--- src/pkg/fsp_pkg.sv ---
/*
 * fsp_pkg: constants for the flash self-program controller.
 * assumes word-addressed flash, page address in the upper bits of the pointer.
 */
package fsp_pkg;
	localparam int ADDR_W = 12;
	localparam int PAGE_W = 5;
	// area split: pages at or above this are in the blocking area
	localparam logic [ADDR_W-1:0] BLOCKING_BASE = 12'h0C00;
	// loader size by fuse code, in words, all inside the blocking area
	localparam logic [ADDR_W-1:0] LOADER_SIZE_0 = 12'h0400;
	localparam logic [ADDR_W-1:0] LOADER_SIZE_1 = 12'h0200;
	localparam logic [ADDR_W-1:0] LOADER_SIZE_2 = 12'h0100;
	localparam logic [ADDR_W-1:0] LOADER_SIZE_3 = 12'h0080;
	localparam logic [ADDR_W-1:0] FLASH_TOP = 12'hFFF;
	// lock pair encodings
	localparam logic [1:0] LOCK_NONE = 2'h3;
	localparam logic [1:0] LOCK_WR = 2'h2;
	localparam logic [1:0] LOCK_WR_RD = 2'h0;
	localparam logic [1:0] LOCK_RD = 2'h1;
	localparam logic [1:0] LOCK_RESET = 2'h3;
	// program time in ns, and in cycles of the clock
	localparam int PROG_TIME_NS = 4000;
	localparam int CLK_NS = 20;
	localparam int PROG_CYCLES = PROG_TIME_NS / CLK_NS;
	localparam int CNT_W = 16;
	typedef enum logic [2:0]
	{
		FSP_IDLE = 3'b001,
		FSP_PROG_CONC = 3'b010,
		FSP_PROG_BLOCK = 3'b100
	} fsp_state_e;
endpackage

--- src/rtl/fsp_timer.sv ---
/*
 * fsp_timer: counts down one programming operation.
 * assumes start is a single-cycle pulse on clk.
 */
`timescale 1ns/1ns
module fsp_timer #(
	parameter int COUNT = fsp_pkg::PROG_CYCLES
) (
	input  wire logic clk,
	input  wire logic reset_n,
	input  wire logic start,
	output logic      done
);
	logic [fsp_pkg::CNT_W-1:0] cnt_q;
	logic [fsp_pkg::CNT_W-1:0] cnt_d;
	logic                      run_q;
	wire last = run_q && (cnt_q == '0);

	assign cnt_d = start ? fsp_pkg::CNT_W'(COUNT - 1) : (run_q ? cnt_q - 1'b1 : cnt_q);
	assign done = last;

	// run flag drops on the final count
	always_ff @(posedge clk)
	begin
		if (!reset_n)
		begin
			cnt_q <= '0;
			run_q <= 1'b0;
		end
		else
		begin
			cnt_q <= cnt_d;
			run_q <= start | (run_q & ~last);
		end
	end
endmodule

--- src/rtl/fsp_ctrl.sv ---
/*
 * fsp_ctrl: decides when a self-program store may run, stalls the core
 * for blocking-area targets, keeps the concurrent-area busy flag.
 * assumes core on the same clock and reset; fuses and locks steady inputs.
 */
`timescale 1ns/1ns
module fsp_ctrl #(
	parameter int ADDR_W = fsp_pkg::ADDR_W
) (
	input  wire logic              clk,
	input  wire logic              reset_n,
	input  wire logic [1:0]        loader_size_fuses,
	input  wire logic [ADDR_W-1:0] exec_pc,
	input  wire logic [ADDR_W-1:0] addr_ptr,
	input  wire logic              self_program_store_op,
	input  wire logic              busy_clear,
	input  wire logic              lock_set,
	input  wire logic [3:0]        lock_set_val,
	input  wire logic              chip_erase,
	input  wire logic              load_req,
	input  wire logic [ADDR_W-1:0] load_addr,
	output logic                   load_allowed,
	output logic                   core_halt,
	output logic                   prog_active,
	output logic [ADDR_W-1:0]      prog_addr,
	output logic                   concurrent_area_busy,
	output logic                   store_rejected,
	output logic                   app_lock_high,
	output logic                   app_lock_low,
	output logic                   loader_lock_high,
	output logic                   loader_lock_low
);
	fsp_pkg::fsp_state_e state_q;
	fsp_pkg::fsp_state_e state_d;
	logic [ADDR_W-1:0]   addr_q;
	logic                busy_q;
	logic [1:0]          app_lock_q;
	logic [1:0]          ldr_lock_q;
	logic                done;

	// loader base from fuses; loader sits at the top of flash
	logic [ADDR_W-1:0] ldr_size;
	always_comb
	begin
		unique case (loader_size_fuses)
			2'h0: ldr_size = fsp_pkg::LOADER_SIZE_0;
			2'h1: ldr_size = fsp_pkg::LOADER_SIZE_1;
			2'h2: ldr_size = fsp_pkg::LOADER_SIZE_2;
			2'h3: ldr_size = fsp_pkg::LOADER_SIZE_3;
		endcase
	end
	wire [ADDR_W-1:0] ldr_base = fsp_pkg::FLASH_TOP - ldr_size + 1'b1;

	wire pc_in_loader  = exec_pc >= ldr_base;
	wire tgt_in_loader = addr_ptr >= ldr_base;
	wire tgt_blocking  = addr_ptr >= fsp_pkg::BLOCKING_BASE;
	wire idle          = state_q == fsp_pkg::FSP_IDLE;

	// write protection per section; 10 and 00 both forbid writes
	wire app_wr_ok = app_lock_q[0];
	wire ldr_wr_ok = ldr_lock_q[0];
	wire wr_ok     = tgt_in_loader ? ldr_wr_ok : app_wr_ok;
	// any page may be targeted from the loader while idle, subject only to locks
	wire start     = idle && self_program_store_op && pc_in_loader && wr_ok;
	assign store_rejected = self_program_store_op && !start;

	// cross-section loads: 00 and 01 forbid, i.e. high bit clear
	wire ld_tgt_ldr = load_addr >= ldr_base;
	wire ld_cross   = pc_in_loader != ld_tgt_ldr;
	wire ld_lock_hi = ld_tgt_ldr ? ldr_lock_q[1] : app_lock_q[1];
	assign load_allowed = load_req && !(ld_cross && !ld_lock_hi);

	always_comb
	begin
		state_d = state_q;
		unique case (state_q)
			fsp_pkg::FSP_IDLE:
				if (start)
					state_d = tgt_blocking ? fsp_pkg::FSP_PROG_BLOCK : fsp_pkg::FSP_PROG_CONC;
			fsp_pkg::FSP_PROG_CONC,
			fsp_pkg::FSP_PROG_BLOCK:
				if (done)
					state_d = fsp_pkg::FSP_IDLE;
			default: state_d = fsp_pkg::FSP_IDLE;
		endcase
	end

	fsp_timer #(
		.COUNT(fsp_pkg::PROG_CYCLES)
	) u_timer (
		.clk    (clk),
		.reset_n(reset_n),
		.start  (start),
		.done   (done)
	);

	// halt only for blocking-area targets; concurrent ones keep core running
	assign core_halt   = state_q == fsp_pkg::FSP_PROG_BLOCK;
	assign prog_active = !idle;
	assign prog_addr   = addr_q;
	assign concurrent_area_busy = busy_q;
	assign app_lock_high    = app_lock_q[1];
	assign app_lock_low     = app_lock_q[0];
	assign loader_lock_high = ldr_lock_q[1];
	assign loader_lock_low  = ldr_lock_q[0];

	wire busy_set = start && !tgt_blocking;

	// length of the current halt, so the whole-operation stall is checked
	// against a counter rather than an open-ended repetition
	logic [fsp_pkg::CNT_W-1:0] halt_len_q;
	logic [fsp_pkg::CNT_W-1:0] halt_len_d;
	assign halt_len_d = core_halt ? halt_len_q + 1'b1 : '0;
	always_ff @(posedge clk)
	begin
		if (!reset_n)
			halt_len_q <= '0;
		else
			halt_len_q <= halt_len_d;
	end

	// set beats clear; clear ignored while the area is still being programmed
	always_ff @(posedge clk)
	begin
		if (!reset_n)
		begin
			state_q <= fsp_pkg::FSP_IDLE;
			addr_q  <= '0;
			busy_q  <= 1'b0;
		end
		else
		begin
			state_q <= state_d;
			if (start)
				addr_q <= addr_ptr;
			if (busy_set)
				busy_q <= 1'b1;
			else if (busy_clear && state_q != fsp_pkg::FSP_PROG_CONC)
				busy_q <= 1'b0;
		end
	end

	// locks only move toward programmed (zero); erase restores them
	always_ff @(posedge clk)
	begin
		if (!reset_n || chip_erase)
		begin
			app_lock_q <= fsp_pkg::LOCK_RESET;
			ldr_lock_q <= fsp_pkg::LOCK_RESET;
		end
		else if (lock_set)
		begin
			app_lock_q <= app_lock_q & lock_set_val[1:0];
			ldr_lock_q <= ldr_lock_q & lock_set_val[3:2];
		end
	end

	busy_hold_a: assert property (@(posedge clk) disable iff (!reset_n)
		(state_q == fsp_pkg::FSP_PROG_CONC) |-> concurrent_area_busy)
		else $error("busy flag low during concurrent programming");
	conc_nohalt_a: assert property (@(posedge clk) disable iff (!reset_n)
		(state_q == fsp_pkg::FSP_PROG_CONC) |-> !core_halt)
		else $error("core halted for concurrent target");
	block_halt_a: assert property (@(posedge clk) disable iff (!reset_n)
		(start && tgt_blocking) |=> core_halt)
		else $error("halt missing after blocking-area start");
	app_start_a: assert property (@(posedge clk) disable iff (!reset_n)
		(self_program_store_op && !pc_in_loader && idle) |=> $stable(state_q))
		else $error("store from application started programming");
	addr_latch_a: assert property (@(posedge clk) disable iff (!reset_n)
		start |=> (prog_addr == $past(addr_ptr)) ##1 $stable(prog_addr))
		else $error("target address not held");
	busy_sticky_a: assert property (@(posedge clk) disable iff (!reset_n)
		(busy_q && !busy_clear) |=> busy_q)
		else $error("busy flag dropped without clear");
	lock_mono_a: assert property (@(posedge clk) disable iff (!reset_n)
		!chip_erase |=> (({app_lock_q, ldr_lock_q} & ~$past({app_lock_q, ldr_lock_q})) == 4'h0))
		else $error("lock bit cleared without erase");
	wr_lock_a: assert property (@(posedge clk) disable iff (!reset_n)
		(self_program_store_op && !tgt_in_loader && !app_lock_q[0]) |-> !start)
		else $error("write into locked application section");
	ldr_lock_a: assert property (@(posedge clk) disable iff (!reset_n)
		(self_program_store_op && tgt_in_loader && !ldr_lock_q[0]) |-> !start)
		else $error("write into locked loader section");

	// halt must last exactly one programming time, counted, not unrolled
	// a short halt would let the core fetch from a page being rewritten
	halt_len_a: assert property (@(posedge clk) disable iff (!reset_n)
		$fell(core_halt) |-> (halt_len_q == fsp_pkg::CNT_W'(fsp_pkg::PROG_CYCLES)))
		else $error("halt length differs from programming time");
	halt_hold_a: assert property (@(posedge clk) disable iff (!reset_n)
		(core_halt && !done) |=> core_halt)
		else $error("halt released before timer done");
	ldr_inside_a: assert property (@(posedge clk) disable iff (!reset_n)
		ldr_base >= fsp_pkg::BLOCKING_BASE)
		else $error("loader base below blocking area");
	app_load_a: assert property (@(posedge clk) disable iff (!reset_n)
		(load_req && pc_in_loader && !ld_tgt_ldr && !app_lock_q[1]) |-> !load_allowed)
		else $error("loader read of locked application section");
	ldr_load_a: assert property (@(posedge clk) disable iff (!reset_n)
		(load_req && !pc_in_loader && ld_tgt_ldr && !ldr_lock_q[1]) |-> !load_allowed)
		else $error("application read of locked loader section");
	busy_set_a: assert property (@(posedge clk) disable iff (!reset_n)
		busy_set |=> concurrent_area_busy)
		else $error("busy flag not set at concurrent start");
endmodule

--- config.mk ---
export PLATFORM = sky130hd
export DESIGN_NAME = fsp_ctrl
export DESIGN_NICKNAME = d
export VERILOG_FILES = /design/src/pkg/fsp_pkg.sv /design/src/rtl/fsp_timer.sv /design/src/rtl/fsp_ctrl.sv
export SDC_FILE = /design/constraint.sdc
export NUM_CORES = 1
export LEC_CHECK = 0
export BUFFER_PORTS_ARGS = -buffer_cell sky130_fd_sc_hd__clkbuf_2
export CORE_MARGIN = 2
export CORE_UTILIZATION = 40
export DETAILED_ROUTE_END_ITERATION = 8
export HOLD_SLACK_MARGIN = 0.1
export PLACE_DENSITY = 0.7
export SLEW_MARGIN = 20
export SYNTH_ARGS = -nofsm -noshare
export SYNTH_HDL_FRONTEND = slang
export SYNTH_SLANG_ARGS = --single-unit
--- constraint.sdc ---
create_clock -name clk -period 2.8 [get_ports clk]
set_input_delay 0.56 -clock clk [delete_from_list [all_inputs] [get_ports clk]]
set_output_delay 0.56 -clock clk [all_outputs]
set_load 0.02 [all_outputs]
Word level (Yosys, flattened, before mapping):

Cells that the tools add are included.

* register bits after elaboration: 37
* input port bits: 49
* output and inout port bits: 21
* logic and storage cells: 65

* $add $sub $neg: 3
* order comparisons: 4
* equal/unequal tests: 10
* mux-type cells: 11
* bitwise gates (word level): 6
* reductions and logical operators: 23

Operators by type and width (count)
* 12-bit case mux with 4 select lines: 1
* 12-bit >= comparator: 3
* 16-bit zero test: 1
* 8-bit two-way mux: 2
* 16-bit by 1-bit subtractor with 16-bit output, second input constant: 1
* 12-bit by 1-bit adder with 12-bit output, second input constant: 1
* 12-bit >= comparator, second input constant: 1
* 12-bit subtractor, first input constant: 1
* 1-bit logical AND: 9
* 3-bit two-way mux: 3
* 1-bit zero test: 6
* 3-bit case mux with 2 select lines: 1
* 2-bit bitwise AND: 2
* 2-bit == test, second input constant: 2
* 1-bit two-way mux: 4
* 2-bit by 1-bit != test with 1-bit output, second input constant: 2
* 2-bit nonzero test: 2
* 2-bit OR reduction: 2
* 3-bit by 1-bit == test with 1-bit output, second input constant: 1
* 3-bit by 2-bit == test with 1-bit output, second input constant: 1
* 3-bit == test, second input constant: 1
* 3-bit by 2-bit != test with 1-bit output, second input constant: 1
* 2-bit by 1-bit == test with 1-bit output, second input constant: 1
* 2-bit zero test: 1
* other kinds (6): 7

Logic depth before layout (Yosys ltp):

Gate-level depths: netlist of the first run.

* depth in word-level cells: 10
* depth in mapped cells: 11
* mapped depth without buffers: 9

Modules after synthesis:

Synthesis of the first run repeated with hierarchy kept, for this count alone.

* cells, all modules: 242
* area, all modules: 2078.2 µm²

Modules (own cells, without submodules)
* fsp_ctrl: times used 1, cells an instance 137, area an instance 1152.4 µm², seq. area each 400.4 µm²
* fsp_timer: times used 1, cells an instance 105, area an instance 925.9 µm², seq. area each 340.3 µm²

Worst setup path before layout of the first run:

Ideal clock, no wire load.

* path kind: input port to output port
* start: input port loader_size_fuses[0]
* end: output port store_rejected
* data arrival time: 2299 ps
* data required time: 2240 ps
* path slack: -59 ps
* cell stages on the path: 10
* buffers on the path: 1
* cells stage by stage: nand2b_1 -> ha_1 -> inv_1 -> ha_1 -> o21ai_0 -> a221oi_2 -> and3_1 -> buf_2 -> nand2_1 -> and2_1

* longest elaborated chain between the ends: 9
* elaborated cells on any way between the ends: 14
* classes of those cells: add/sub: 2; order compare: 2; eq/ne: 3; mux: 2; reduce/logical: 5

RTL lines
* start: declaration: RTL line fsp_ctrl.sv:12 `input wire logic [1:0] loader_size_fuses,`
* 2-bit == test (tied with other cells): RTL line fsp_ctrl.sv:45 `unique case (loader_size_fuses)`
* 12-bit case mux with 4 select lines (*): RTL line fsp_ctrl.sv:45
* 12-bit subtractor (*): RTL line fsp_ctrl.sv:52 `wire [ADDR_W-1:0] ldr_base = fsp_pkg::FLASH_TOP - ldr_size + 1'b1;`
* 12-bit by 1-bit adder with 12-bit output (*): RTL line fsp_ctrl.sv:52
* 12-bit >= comparator (on tied branches): RTL line fsp_ctrl.sv:55, fsp_ctrl.sv:54
* 1-bit two-way mux / 1-bit logical AND (equally long branches): RTL line fsp_ctrl.sv:62, fsp_ctrl.sv:64
* 1-bit logical AND (*): RTL line fsp_ctrl.sv:64 `wire start = idle && self_program_store_op && pc_in_loader && wr_ok;`
* 1-bit zero test (*): RTL line fsp_ctrl.sv:65 `assign store_rejected = self_program_store_op && !start;`
* 1-bit logical AND (*): RTL line fsp_ctrl.sv:65
* end: declaration: RTL line fsp_ctrl.sv:27 `output logic store_rejected,`

Every way passes the cells marked *; elsewhere a longest branch is shown, timed or not. The select of a mux whose other input is x is not followed.

Worst setup path after layout of the first run:

Same ends and word-level chain as after synthesis.

==> results of run 1 <==
-- through the flow --
step	setup WS [ps]	cell area, sq um	setup TNS [ps]	hold WS, ps
6_report	5.19	2490	0	478
3_3_place_gp	-83.9	2240	-139	461
2_1_floorplan	0.244	1830	0	474
5_1_grt	-136	2490	-210	483
4_1_cts	9.70	2480	0	478
3_5_place_dp	-105	2240	-188	469
-- logic make-up after synthesis --
family	share of synthesized area [%]
AO/OA/AOI/OAI	17.9
XOR/XNOR	6.71
adder cells (fa/ha/maj)	7.53
buffers and inverters	3.29
flip-flops	40.5
AND/OR/NAND/NOR	24.1
-- final cells by class --
class	count	area, sq um	share of cell area [%]
Multi-Input combinational cell	166	1090	43.8
Sequential cell	37	741	29.7
Timing Repair Buffer	74	447	17.9
Clock buffer	7	86.3	3.46
Tap cell	52	65.1	2.61
Inverter	8	32.5	1.30
Clock inverter	1	30.0	1.20
-- how the worst min path moves through the flow --
stage / startpoint / to / slack, ps / cells past startpoint
after global routing: lock_set_val[3] / ldr_lock_q[1]$_SDFFE_PP1P_ / 480 / 3
after detailed placement: ldr_lock_q[1]$_SDFFE_PP1P_ / ldr_lock_q[1]$_SDFFE_PP1P_ / 470 / 2
after global placement: app_lock_q[1]$_SDFFE_PP1P_ / app_lock_q[1]$_SDFFE_PP1P_ / 460 / 2
after CTS: lock_set_val[3] / ldr_lock_q[1]$_SDFFE_PP1P_ / 480 / 3
final: prog_addr[2]$_SDFFE_PN0P_ / prog_addr[2]$_SDFFE_PN0P_ / 480 / 2
after floorplan: u_timer.cnt_q[6]$_SDFFE_PN0P_ / u_timer.cnt_q[6]$_SDFFE_PN0P_ / 470 / 2
-- report_power, final --
group / switching, mW / total [mW] / internal [mW]
clock network: 0.186 / 0.477 / 0.290
registers: 0.0268 / 0.581 / 0.554
logic: 0.148 / 0.284 / 0.136
-- timing repair --
item                                    in CTS  in global routing
hold endpoints to repair                     0                  0
setup buffers                                6                  1
endpoints found under the setup margin       2                  8
gates resized for setup                     14                  9
pin swaps                                   10                  6
-- worst reg2reg max path, delay by kind of cell (launching register included) --
family | cells | cell delay, ps
compound gates | 1 | 120
flops | 1 | 390
buf+inv | 6 | 760
simple gates | 3 | 700
-- sequential cells by signal, indices dropped and copies added (netlist names) --
signal / cells
u_timer.cnt_q: 16
app_lock_q: 2
concurrent_area_busy: 1
prog_addr: 12
ldr_lock_q: 2
state_q: 3
u_timer.run_q: 1
-- layout by cell type, fill, tap and decap left out, types with 5 or more instances in the layout --
cell	netlist	routed
a21oi_1	19	18
buf_4	0	20
clkbuf_2	0	51
clkbuf_8	0	6
dfxtp_1	37	37
ha_1	11	8
inv_1	7	6
nand2_1	14	12
nand3_1	16	15
nor2_1	21	21
o21ai_0	23	20
xnor2_1	9	9
xor2_1	5	5
-- routing by layer --
layer / GRT usage (%) / wire [um] / vias to the layer above
met5: 0 / 0 / -
met4: 8.18 / 87 / 0
met3: 5.20 / 227 / 9
met2: 31.8 / 2180 / 42
met1: 22.0 / 1950 / 825
li1: - / - / 926
==> results.tsv, run 1 <==
metric	value	unit
antenna_found_initial	0	
vias_per_cell	5.22	
io_buffers	55	
final_util	56.9	%
cts.sinks	37	
relSlewSlack	58.6	%
min_period	2790	ps
r2r-start	state_q[0]$_SDFFE_PN1P_	
grt_max_degree	20	
synth.most_common_cell	dfxtp_1	
leakagePower	1.08	nW
overflow	0	
synthCells	218	
hold_viol_final	0	
cp-end-kind	output pin	
rr_worst_depth	10	
cp_top_family	simple AND/OR/NAND/NOR gates	
rsz0062_at_grt	true	
crit_start	loader_size_fuses[0]	
synthTopCellsByArea	dfxtp_1 (41%), ha_1 (7.5%), o21ai_0 (6.3%)	
worst-path-buf-inv	3	
ys_warn_count	0	
cts_tree	done	
r2r-end	u_timer.run_q$_SDFF_PN0_	
synth_edf_count	0	
wirelength	4.45	mm
io_pins	70	
ir_worst_vdd	0.000301	V
nets	352	
min_path_type	reg -> reg	
cp_num_cells	11	
setup_violations	0	
cts_root_buf	clkbuf_8	
path_cells	buf_8, nand2b_4, ha_4, inv_4, ha_4, o21ai_2, a221oi_2, and3_1, nand2_2, and2_4, buf_8	
synth_seq_area_share	40.5	%
status	finished, final reports clean	
drtIter0Drc	119	
place_congestion	0.775	
final_antenna_net_count	0	
placed_cells	331	
drv_slew	0	
endpoint	store_rejected	
drt_pre_antenna_iters	4	
finalPower	1.34	mW
tightest_slew	613	ps
area_growth	36.4	%
clk_pin_slew	70	ps
cap_viol_max_count	0	
grt_usage	18.7	%
drcViolationCount	0	
final_cells	345	
cp_max_fo	3	
cts-buffers-inserted	5	
yosysTopAreaCell	dfxtp_1	
syn_avg_cell_area	8.39	sq um
criticalPathCategory	in -> out	
dieHeight	71.6	um
r2r_slack	760	ps
syn_nets	278	
slowest_delay	270	ps
die_area	0.00513	sq mm
clk_latency	290	ps
synth_commonest_cells	dfxtp_1 (37), o21ai_0 (23), nor2_1 (21)	
synth_ff_type	dfxtp_1	
skew	5.22	ps
dp_hpwl	3.28	mm
fmax	358	MHz
initial_core_util	41.7	%
fin_crit_sh	99.8	%
drive_above_1_share	33.8	%
synth_seq_cells	37	
core	0.00438	sq mm
num_antenna_cells	0	
critical_path_required	2240	ps
syn_area	0.00183	sq mm
synth_top_area_share	40.5	%
grt_pass1_vias	1747	
start_kind	input port	
clockBufferDepth	2	
powerDensity	538	mW/mm^2
vias	1802	
wl_per_cell	12.9	um
cp_data_arrival_time	2230	ps
slowest_stage	ha_4	
async_flop_share	0	%
grt_first_pass_wirelength	7.60	mm
die-width	71.6	um
placementRows	24	
ys_types	40	
cts_htree_levels	2	
nFillCells	378	
ctsHoldBuffers	0	
No activity file was read; power rests on OpenSTA's default activity.
==> run 2, diff against run 1 <==
- PLACE_DENSITY: 0.7 -> 0.67
- clock period: 2.8 -> 3 ns (I/O delays scaled with it)
==> run 2 against run 1 <==
Effect of this change:
- cell count down 2.0%
- critical path type unchanged
- setup slack improved by 67 ps
- cell area is 5.7% lower
- critical path depth unchanged
- combinational power decreased by 16%
- largest power group unchanged
- utilization shrank 3.3 points
==> results.tsv, run 2 (synthesis gave the netlist of run 1 again) <==
metric	value	unit	change
final_antenna_net_count	0		unchanged
grt_pass1_vias	1713		-1.9%
cts_htree_levels	2		unchanged
place_congestion	0.744		-4.0%
setup_ws	71.8	ps	+66.6 ps
grt_max_degree	20		unchanged
die-width	71.6	um	unchanged
cp_max_fo	3		unchanged
drtIter0Drc	60		-50%
cp_data_arrival_time	2330	ps	+100 ps
drt_pre_antenna_iters	4		unchanged
nets	345		-2.0%
dpl_cell_area	0.00222	sq mm	-0.89%
dieHeight	71.6	um	unchanged
leakagePower	1.02	nW	-5.1%
setup_violations	0		unchanged
vias_per_cell	5.11		-2.2%
placementRows	24		unchanged
area_growth	28.6	%	
initial_core_util	41.7	%	unchanged
criticalPathCategory	in -> out		
relSlewSlack	56.5	%	-2.1 points
finalPower	1.13	mW	-16%
tightest_slew	643	ps	+30.5 ps
grt_first_pass_wirelength	7.22	mm	-5.0%
drive_above_1_share	30.4	%	-3.4 points
clockBufferDepth	2		unchanged
powerDensity	480	mW/mm^2	-11%
crit_start	loader_size_fuses[0]		
grt_usage	17.4	%	-1.3 points
cts-buffers-inserted	5		unchanged
cp-end-kind	output pin		
min_path_type	reg -> reg		
skew	11.9	ps	+6.64 ps
ctsHoldBuffers	0		unchanged
wl_per_cell	12.2	um	-5.2%
fmax	342	MHz	
endpoint	store_rejected		
fin_crit_sh	97.6	%	
core	0.00438	sq mm	unchanged
r2r-end	state_q[2]$_SDFFE_PN0P_		
final_common_cell	clkbuf_2		
drv_slew	0		unchanged
pre_cts_ws	33.1	ps	+138 ps
wirelength	4.14	mm	-7.1%
dp_hpwl	3.20	mm	-2.4%
ir_worst_vdd	0.000363	V	+21%
status	finished, final reports clean		
nFillCells	442		+17%
io_pins	70		unchanged
cts_tree	done		
final_cell_mix	clkbuf_2 (53), dfxtp_1 (37), nor2_1 (21), o21ai_0 (21), a21oi_1 (19)		
io_buffers	55		unchanged
rr_worst_depth	5		-5
rsz0062_at_grt	true		
cap_viol_max_count	0		unchanged
regMostFlops	u_timer.cnt_q		
cts.sinks	37		unchanged
hold_viol_final	0		unchanged
vias	1726		-4.2%
drcViolationCount	0		unchanged
final_cells	338		-2.0%
antenna_found_initial	0		unchanged
fin_area	0.00235	sq mm	-5.7%
r2r_slack	1150	ps	+390 ps
min_period	2930	ps	
die_area	0.00513	sq mm	unchanged
clk_latency	290	ps	about the same
r2r-start	u_timer.cnt_q[8]$_SDFFE_PP0P_		
start_kind	input port		
cts_root_buf	clkbuf_8		
clk_pin_slew	80	ps	about the same
largest_reg_flops	16		unchanged
placed_cells	329		-0.60%
num_antenna_cells	0		unchanged
critical_path_required	2400	ps	+160 ps
overflow	0		unchanged
run 2: cell count changes in the layout (fill, tap and decap cells not counted), moves of 2 or more:
cell / delta
buf_8: -2
clkinv_4: +2
ha_4: -2
ha_1: +2
clkbuf_2: +2
buf_4: -7
run 2: power breakdown:
part	internal [mW]	switching, mW
sequential	0.517	0.0247
combinational	0.109	0.128
clock	0.165	0.183
run 2: area by class of cell:
cell class	instances	area (sq um)	area share, %
inverters	8	30.0	1.28
clock inverters	3	22.5	0.958
flip-flops and latches	37	741	31.5
multi-input cells	166	1050	44.8
well taps	52	65.1	2.77
repair buffers	67	370	15.8
clock buffers	5	68.8	2.93
run 2: how the worst min path moves through the flow:
stage	from	end	slack, ps	cells after the start
after global placement	app_lock_q[1]$_SDFFE_PP1P_	app_lock_q[1]$_SDFFE_PP1P_	460	2
final	prog_addr[10]$_SDFFE_PN0P_	prog_addr[10]$_SDFFE_PN0P_	480	2
after detailed placement	prog_addr[10]$_SDFFE_PN0P_	prog_addr[10]$_SDFFE_PN0P_	470	2
after floorplan	u_timer.cnt_q[6]$_SDFFE_PN0P_	u_timer.cnt_q[6]$_SDFFE_PN0P_	470	2
after global routing	prog_addr[8]$_SDFFE_PN0P_	prog_addr[8]$_SDFFE_PN0P_	520	2
after CTS	prog_addr[10]$_SDFFE_PN0P_	prog_addr[10]$_SDFFE_PN0P_	480	2
run 2: layer usage:
layer | part of all wire, % | global-route usage (%) | wire [um]
met5 | 0 | 0 | 0
met4 | 0.41 | 4.40 | 17
met3 | 5.7 | 5.34 | 234
met2 | 48 | 29.5 | 1970
met1 | 46 | 21.6 | 1920
run 2: stage by stage:
step / hold slack (ps) / utilization, % / setup TNS, ps
after floorplan: 474 / - / 0
after global routing: 515 / 53.6 / -87.0
after global placement: 461 / 50.7 / 0
after detailed placement: 466 / 50.7 / 0
after CTS: 477 / 52.7 / 0
final: 479 / 53.6 / 0
run 2: worst max-delay path, cell delays in order:
cell and delay (ps):
clkbuf_2 110, nand2b_4 150, ha_4 260, inv_2 30, ha_1 280, o21ai_2 50, a221oi_2 250, and3_1 210
nand2_1 70, and2_1 170, clkbuf_2 150
run 2: what timing repair did:
| item | 4_1_cts | 5_1_grt |
|---|---|---|
| buffers inserted | 0 | 1 |
| endpoints found under the setup margin | 0 | 2 |
| resized for setup | 0 | 11 |
